File: src/pkg/host_port_pkg.sv
`default_nettype none
package host_port_pkg;
	// ----------------------------------------
	// status bit positions
	// ----------------------------------------
	localparam int STAT_RX = 0;
	localparam int STAT_TX = 1;
	localparam int STAT_DMA = 2;
	localparam int STAT_W = 3;

	// ----------------------------------------
	// register select code of the status register
	// ----------------------------------------
	localparam logic [3:0] SEL_IRQ_STATUS = 4'h7;

	// ----------------------------------------
	// reset values and timing
	// ----------------------------------------
	localparam logic [STAT_W-1:0] STATUS_RESET = 3'h0;
	localparam logic [3:0] SELECT_RESET = 4'h0;
	localparam logic [1:0] LATCH_HOLD_CYCLES = 2'h2;
	localparam logic [1:0] COUNT_RESET = 2'h0;
	localparam logic [7:0] READ_RESET = 8'h00;

	typedef enum logic [1:0] {
		LW_IDLE = 2'b00,
		LW_ENABLE = 2'b01,
		LW_RELEASE = 2'b10
	} latch_state_t;

	typedef struct packed {
		logic [STAT_W-1:0] status;
		logic wr_prev;
		logic ack_prev;
		latch_state_t lw;
		logic [1:0] cnt;
		logic [7:0] rd_data;
		logic rd_oe;
		logic irq;
		logic latch_oe;
		logic mem_wr;
	} port_state_t;

	typedef struct packed {
		logic [3:0] held;
	} select_state_t;
endpackage
`default_nettype wire

File: src/rtl/host_slave_port.sv
`timescale 1ns/1ps
`default_nettype none
module host_slave_port (
	input wire logic CLK,
	input wire logic RSTN,
	input wire logic RX_DONE,
	input wire logic TX_DONE,
	input wire logic DMA_DONE,
	input wire logic [2:0] IRQ_ENABLE,
	output logic IRQ,
	input wire logic DEVICE_SELECT_N,
	input wire logic DMA_ACTIVE,
	input wire logic ADDRESS_LATCH_STROBE,
	input wire logic [3:0] REG_SELECT,
	input wire logic SLAVE_READ_STROBE_N,
	input wire logic SLAVE_WRITE_STROBE_N,
	input wire logic [15:0] MUXED_BUS_IN,
	output logic [15:0] MUXED_BUS_OUT,
	output logic [15:0] MUXED_BUS_OE_N,
	input wire logic LATCH_WRITE_ACK,
	output logic LATCH_OUTPUT_ENABLE_N,
	output logic MEM_WRITE_N
);
	host_port_pkg::port_state_t s;
	host_port_pkg::port_state_t next_s;
	logic slave;
	logic [3:0] sel;
	logic wr_hit;
	logic rd_hit;
	logic [2:0] set_bits;
	logic [2:0] clr_bits;
	logic ack_rise;

	function automatic logic is_status_sel(input logic [3:0] code);
		return code == host_port_pkg::SEL_IRQ_STATUS;
	endfunction

	// ----------------------------------------
	// slave decode
	// ----------------------------------------
	assign slave = !DEVICE_SELECT_N && !DMA_ACTIVE;

	select_latch u_select (
		.clk(CLK),
		.rstn(RSTN),
		.slave(slave),
		.strobe(ADDRESS_LATCH_STROBE),
		.sel_in(REG_SELECT),
		.sel_out(sel)
	);

	// write taken once, on the strobe's falling cycle
	assign wr_hit = slave && !SLAVE_WRITE_STROBE_N && s.wr_prev && is_status_sel(sel);
	assign rd_hit = slave && !SLAVE_READ_STROBE_N && is_status_sel(sel);
	assign set_bits = {DMA_DONE, TX_DONE, RX_DONE};
	assign clr_bits = wr_hit ? MUXED_BUS_IN[2:0] : 3'h0;
	assign ack_rise = LATCH_WRITE_ACK && !s.ack_prev;

	// ----------------------------------------
	// next state
	// ----------------------------------------
	always_comb begin
		next_s = s;
		next_s.wr_prev = SLAVE_WRITE_STROBE_N;
		next_s.ack_prev = LATCH_WRITE_ACK;
		// set beats clear so an event in the clearing cycle survives
		next_s.status = (s.status & ~clr_bits) | set_bits;
		next_s.irq = |(s.status & IRQ_ENABLE);
		next_s.rd_oe = rd_hit;
		next_s.rd_data = {5'h00, s.status};
		case (s.lw)
			host_port_pkg::LW_IDLE: begin
				// an acknowledge during a cycle in flight is not queued
				if (ack_rise) begin
					next_s.lw = host_port_pkg::LW_ENABLE;
					next_s.latch_oe = 1'b1;
					next_s.cnt = host_port_pkg::COUNT_RESET;
				end
			end
			host_port_pkg::LW_ENABLE: begin
				next_s.mem_wr = 1'b1;
				next_s.cnt = 2'(s.cnt + 2'h1);
				if (s.cnt == host_port_pkg::LATCH_HOLD_CYCLES) begin
					next_s.mem_wr = 1'b0;
					next_s.lw = host_port_pkg::LW_RELEASE;
				end
			end
			host_port_pkg::LW_RELEASE: begin
				// latch held one cycle past the strobe for data hold
				next_s.latch_oe = 1'b0;
				next_s.lw = host_port_pkg::LW_IDLE;
			end
			default: begin
				next_s.lw = host_port_pkg::LW_IDLE;
				next_s.latch_oe = 1'b0;
				next_s.mem_wr = 1'b0;
			end
		endcase
	end

	always_ff @(posedge CLK) begin
		if (!RSTN) begin
			s.status <= host_port_pkg::STATUS_RESET;
			s.wr_prev <= 1'b1;
			s.ack_prev <= 1'b0;
			s.lw <= host_port_pkg::LW_IDLE;
			s.cnt <= host_port_pkg::COUNT_RESET;
			s.rd_data <= host_port_pkg::READ_RESET;
			s.rd_oe <= 1'b0;
			s.irq <= 1'b0;
			s.latch_oe <= 1'b0;
			s.mem_wr <= 1'b0;
		end else begin
			s <= next_s;
		end
	end

	// ----------------------------------------
	// outputs
	// ----------------------------------------
	assign IRQ = s.irq;
	assign MUXED_BUS_OUT = {8'h00, s.rd_data};
	assign MUXED_BUS_OE_N = {8'hFF, {8{!s.rd_oe}}};
	assign LATCH_OUTPUT_ENABLE_N = !s.latch_oe;
	assign MEM_WRITE_N = !s.mem_wr;

	// ----------------------------------------
	// checks
	// ----------------------------------------
	event_sets_a: assert property (@(posedge CLK) disable iff (!RSTN)
		RX_DONE |=> s.status[host_port_pkg::STAT_RX] ##1 (IRQ || !$past(IRQ_ENABLE[0])))
		else $error("rx event did not reach status");

	clear_write_a: assert property (@(posedge CLK) disable iff (!RSTN)
		wr_hit && MUXED_BUS_IN[1] && !TX_DONE |=> !s.status[host_port_pkg::STAT_TX])
		else $error("status write did not clear bit");

	set_wins_a: assert property (@(posedge CLK) disable iff (!RSTN)
		clr_bits[0] && RX_DONE |=> s.status[host_port_pkg::STAT_RX])
		else $error("event lost to clear");

	masked_quiet_a: assert property (@(posedge CLK) disable iff (!RSTN)
		((s.status & IRQ_ENABLE) == 3'h0) |=> !IRQ)
		else $error("disabled source raised interrupt");

	irq_holds_a: assert property (@(posedge CLK) disable iff (!RSTN)
		(|(s.status & IRQ_ENABLE)) |=> IRQ)
		else $error("interrupt dropped with enabled bit set");

	ack_starts_a: assert property (@(posedge CLK) disable iff (!RSTN)
		(s.lw == host_port_pkg::LW_IDLE) && ack_rise |=> !LATCH_OUTPUT_ENABLE_N ##1 !MEM_WRITE_N [*2]
		##1 (MEM_WRITE_N && !LATCH_OUTPUT_ENABLE_N) ##1 LATCH_OUTPUT_ENABLE_N)
		else $error("acknowledge did not start write");

	oe_covers_a: assert property (@(posedge CLK) disable iff (!RSTN)
		$rose(MEM_WRITE_N) |-> !LATCH_OUTPUT_ENABLE_N && !$past(LATCH_OUTPUT_ENABLE_N))
		else $error("latch not enabled across write");

	read_drive_a: assert property (@(posedge CLK) disable iff (!RSTN)
		rd_hit |=> MUXED_BUS_OE_N == 16'hFF00 && MUXED_BUS_OUT[2:0] == $past(s.status))
		else $error("status read not driven on low byte");

	upper_float_a: assert property (@(posedge CLK) disable iff (!RSTN)
		MUXED_BUS_OE_N[15:8] == 8'hFF)
		else $error("upper byte driven");

	deselect_a: assert property (@(posedge CLK) disable iff (!RSTN)
		DEVICE_SELECT_N |=> MUXED_BUS_OE_N == 16'hFFFF)
		else $error("bus driven while deselected");

	dma_ignored_a: assert property (@(posedge CLK) disable iff (!RSTN)
		DMA_ACTIVE |=> MUXED_BUS_OE_N == 16'hFFFF)
		else $error("bus driven while dma active");

	write_once_a: assert property (@(posedge CLK) disable iff (!RSTN)
		wr_hit |=> !wr_hit)
		else $error("one strobe taken twice");

	status_frozen_a: assert property (@(posedge CLK) disable iff (!RSTN)
		!slave && !(|set_bits) |=> s.status == $past(s.status))
		else $error("status changed outside slave mode");

	idle_quiet_a: assert property (@(posedge CLK) disable iff (!RSTN)
		(s.lw == host_port_pkg::LW_IDLE) && !ack_rise |=> LATCH_OUTPUT_ENABLE_N && MEM_WRITE_N)
		else $error("write started without acknowledge");

	write_inside_a: assert property (@(posedge CLK) disable iff (!RSTN)
		!MEM_WRITE_N |-> !LATCH_OUTPUT_ENABLE_N)
		else $error("memory write without latch enable");

	release_ends_a: assert property (@(posedge CLK) disable iff (!RSTN)
		(s.lw == host_port_pkg::LW_RELEASE) |=> (s.lw == host_port_pkg::LW_IDLE) && LATCH_OUTPUT_ENABLE_N)
		else $error("latch not released after write");

	mem_in_enable_a: assert property (@(posedge CLK) disable iff (!RSTN)
		!MEM_WRITE_N |-> s.lw == host_port_pkg::LW_ENABLE)
		else $error("memory write outside write state");

	read_release_a: assert property (@(posedge CLK) disable iff (!RSTN)
		!rd_hit |=> MUXED_BUS_OE_N[7:0] == 8'hFF)
		else $error("low byte driven without read");

	tx_raises_irq_a: assert property (@(posedge CLK) disable iff (!RSTN)
		TX_DONE && IRQ_ENABLE[1] ##1 IRQ_ENABLE[1] |=> IRQ)
		else $error("tx event did not raise interrupt");

	dma_raises_irq_a: assert property (@(posedge CLK) disable iff (!RSTN)
		DMA_DONE && IRQ_ENABLE[2] ##1 IRQ_ENABLE[2] |=> IRQ)
		else $error("dma event did not raise interrupt");
endmodule // host_slave_port
`default_nettype wire

File: src/rtl/select_latch.sv
`timescale 1ns/1ps
`default_nettype none
module select_latch (
	input wire logic clk,
	input wire logic rstn,
	input wire logic slave,
	input wire logic strobe,
	input wire logic [3:0] sel_in,
	output logic [3:0] sel_out
);
	host_port_pkg::select_state_t s;
	host_port_pkg::select_state_t next_s;

	// ----------------------------------------
	// flow-through while slave and strobe high, hold after its fall
	// ----------------------------------------
	always_comb begin
		next_s = s;
		if (slave && strobe) begin
			next_s.held = sel_in;
		end
	end

	always_ff @(posedge clk) begin
		if (!rstn) begin
			s.held <= host_port_pkg::SELECT_RESET;
		end else begin
			s <= next_s;
		end
	end

	assign sel_out = (slave && strobe) ? sel_in : s.held;

	ignore_select_a: assert property (@(posedge clk) disable iff (!rstn)
		!slave ##1 !slave |-> $stable(sel_out))
		else $error("select changed outside slave mode");

	capture_fall_a: assert property (@(posedge clk) disable iff (!rstn)
		(slave && strobe) ##1 (slave && !strobe) |-> sel_out == $past(sel_in))
		else $error("select not captured at strobe fall");
endmodule // select_latch
`default_nettype wire

File: config.mk
export PLATFORM = sky130hd
export DESIGN_NAME = host_slave_port
export DESIGN_NICKNAME = d
export VERILOG_FILES = /design/src/pkg/host_port_pkg.sv /design/src/rtl/host_slave_port.sv /design/src/rtl/select_latch.sv
export SDC_FILE = /design/constraint.sdc
export NUM_CORES = 1
export LEC_CHECK = 0
export ABC_AREA = 1
export BUFFER_PORTS_ARGS = -buffer_cell sky130_fd_sc_hd__buf_4
export CORE_ASPECT_RATIO = 1.2
export CORE_UTILIZATION = 35
export CTS_BUF_LIST = sky130_fd_sc_hd__clkbuf_8
export DETAILED_ROUTE_END_ITERATION = 10
export GPL_TIMING_DRIVEN = 0
export PLACE_DENSITY = 0.82
export SETUP_SLACK_MARGIN = 0.5
export SYNTH_ARGS = -nofsm -noshare
export SYNTH_HDL_FRONTEND = slang
export SYNTH_SLANG_ARGS = --single-unit
File: constraint.sdc
create_clock -name CLK -period 1.3 [get_ports CLK]
set_input_delay 0.26 -clock CLK [delete_from_list [all_inputs] [get_ports CLK]]
set_output_delay 0.26 -clock CLK [all_outputs]
set_load 0.01 [all_outputs]
==> impl_results.md <==
- Outcome: finished clean
- Clk_lat worst skew: 260 ps
- Crit path cell chain: inv_4 > buf_4 > buf_6
- Most frequent cell after synthesis: nand2_1
- Worst setup EP type: output port
- Final Skew: 0.863 ps
- Largest stage delay, worst path: 340 ps
- Post-Route WL: around 2.0 mm
- RSZ-0062 raised after global routing: true
- Drt drc: 0
- Port Buffers: 33
- Net load switching power: 0.369 mW
- Worst EP arrival: 890 ps
- Die Ht: between 60 and 70 microns
- Commonest cells in the netlist: nand2_1, buf_4, dfxtp_1, inv_1
- Synth cell types: 19
- H-tree depth: 1
- Hold_ws: 188 ps
- CTS tree: yes
- Router iterations before antenna repair: 4
- Antenna violations before repair: 0
- Main area contributors after synthesis: dfxtp_1, buf_4, nand2_1
- Final worst-path cycle share: 0.886
- Main synth FF type: dfxtp_1
- Worst Path Required: between 1000 and 1500 ps
- Sequential share of power: 0.450
- Tightest Hold Check Type: input port to flop
- Power per cell area: 871 nW/um^2
- Peak VDD IR: 0.000772 V
- Netlist Area Pre-Place: 1000 sq um
- Area grow syn2layout: 70.7%
- Net Sw Frac: 0.248
- GR Overflow Total: 0
- Clock Sinks: 20
- Row cnt: 20
- Initial Utilization: 0.381
- CP Class: flop to output port
- CP bufs+invs: 3
- Largest net degree at the start of global routing: 12
- Register area share after synthesis: 0.400
- # setup viols final: 0
- Final net count: around 240
- First-pass GRT wire length: 2.97 mm
- Post-synth ARST share: 0
- Combinational power share: 0.236
- CP max FO: 8
- GP Congestion: 0.681
- Vias in the first global route: 761
- Power Internal: 1.12 mW
- Mean area per synthesized cell: 7.54 sq um
- Post-synth EDFFs: 0
- Yosys top cell area share: 0.400
- Drt initial violations: 12
- Post-route setup TNS: 0 ps
- CP startpoint kind: flop
- Pins over their slew limit: 0
- Max frequency: 868 MHz
- Clk buf depth: 2
- Crit path max-delay family: flip-flops
- Share of cells above drive strength 1: 0.613
- Min Tclk post-route: 1150 ps
- Hpwl dp: between 1 and 1.5 mm
- Die area: 3080 sq um
- ANT nets after route: 0
- CTS Buf Count: 3
- Antenna Cells: 0
- Clock share of power: 0.314
- Area of the multi-input gates: 487 sq um
- Global Route Usage Sum: 0.135
- Sequential cell area: roughly 410 sq um
- Cell count after synthesis: around 130
- Die width: 50.9 microns
- Fillers: 220
- Crit path max-delay cell type: dfxtp_2
- Leak pwr: 0.871 nW
- IO Pins: 69
- Max Cap Viol: 0
- Fin. Hold Viols: 0
- Yosys warns: 0
- Synth area leader: dfxtp_1
- Core Footprint: 2630 sq um
- Wire per inst: slightly below 9 microns
- Seq cells post-synth: 20
- CTS clk-pin slew, worst paths: around 70 ps
- DR vias/cell: 3.99
- Root cell of the clock tree: clkbuf_8
- Routed via count: 926
power groups by stage:
| stage | clock (mW) | sequential [mW] | combinational, mW |
|---|---|---|---|
| floorplan | 0 | 0.678 | 0.172 |
| global placement | 0 | 0.678 | 0.254 |
| global route | 0.512 | 0.673 | 0.384 |
| CTS | 0.483 | 0.670 | 0.315 |
| finish | 0.469 | 0.670 | 0.352 |
| detailed placement | 0 | 0.679 | 0.257 |
metrics by stage:
step           instance area (sq um)  worst slack [ps]  cells   util  power, mW
2_1_floorplan                   1100               283    152      -      0.850
3_3_place_gp                    1390              34.6    218  0.528      0.931
3_5_place_dp                    1390              17.7    218  0.528      0.936
4_1_cts                         1620               144    230  0.617       1.47
5_1_grt                         1710               113    232  0.651       1.57
6_report                        1710               148    232  0.651       1.49
metal layers:
layer	global-route usage	share of wire
met4	0.0952	0.022
met1	0.123	0.33
met3	0.0251	0.078
met5	0	0
met2	0.267	0.57
worst reg2reg max path: stages, from the launching register on:
cell	delay (ps)
dfxtp_1	300
inv_1	60
nand2_2	50
nand2_2	70
nand2_2	70
nor2_4	170
nand3_2	80
nand2_1	70
nand2_1	40
flip-flops by register name (all words and copies together) (netlist names):
name	cells
s	9
u_select.s	4
MUXED_BUS_OUT	3
next_s	3
IRQ	1
logic make-up (layout without fill, tap and decap cells):
| family | count (synthesis) | after routing | synth area share |
|---|---|---|---|
| simple gates | 51 | 51 | 0.228 |
| other cells | 2 | 21 | 0.00749 |
| compound gates | 9 | 9 | 0.0474 |
| buf+inv | 50 | 97 | 0.305 |
| flops | 20 | 20 | 0.399 |
| fa+ha+maj | 1 | 1 | 0.0125 |
layout make-up:
class / instances / share of cell area
repair buffers: 43 / 0.228
clock buffers: 4 / 0.0322
inverters: 17 / 0.0402
multi-input cells: 82 / 0.285
well taps: 33 / 0.0241
flip-flops and latches: 20 / 0.240
plain buffers: 33 / 0.151
cells in the final DEF, fill, tap and decap left out:
cell,netlist,layout
inv_1,17,9
or2_4,0,1
dfxtp_2,0,8
inv_2,0,6
nand4_1,1,1
nand2_1,32,26
nor3_2,0,1
clkbuf_8,0,5
nand2_2,0,4
a21oi_2,0,4
conb_1,2,21
and3_2,2,1
nand3b_1,1,1
nand2_4,0,2
buf_6,0,19
and3_4,0,1
nand3_2,0,6
nand3_1,8,2
dfxtp_1,20,12
inv_4,0,2
nor2_1,3,1
nor2_4,1,4
a21oi_1,8,4
ha_4,0,1
a211oi_2,0,1
buf_4,31,56
worst paths after layout:
check	cells past startpoint	end	from	slack (ps)
min	3	s[17]	SLAVE_WRITE_STROBE_N	190
max	3	MUXED_BUS_OE_N[3]	s[3]	150
min reg2reg	2	MUXED_BUS_OUT[2]	next_s[6]	450
max reg2reg	8	next_s[4]	u_select.s[3]	300
repair_timing:
action	CTS	global route
setup buffers	8	2
endpoints found under the setup margin	23	25
pin swaps	14	8
resized for setup	40	19
hold endpoints to repair	0	0
hold buffers	0	0
(Power assumes the default switching activity.)
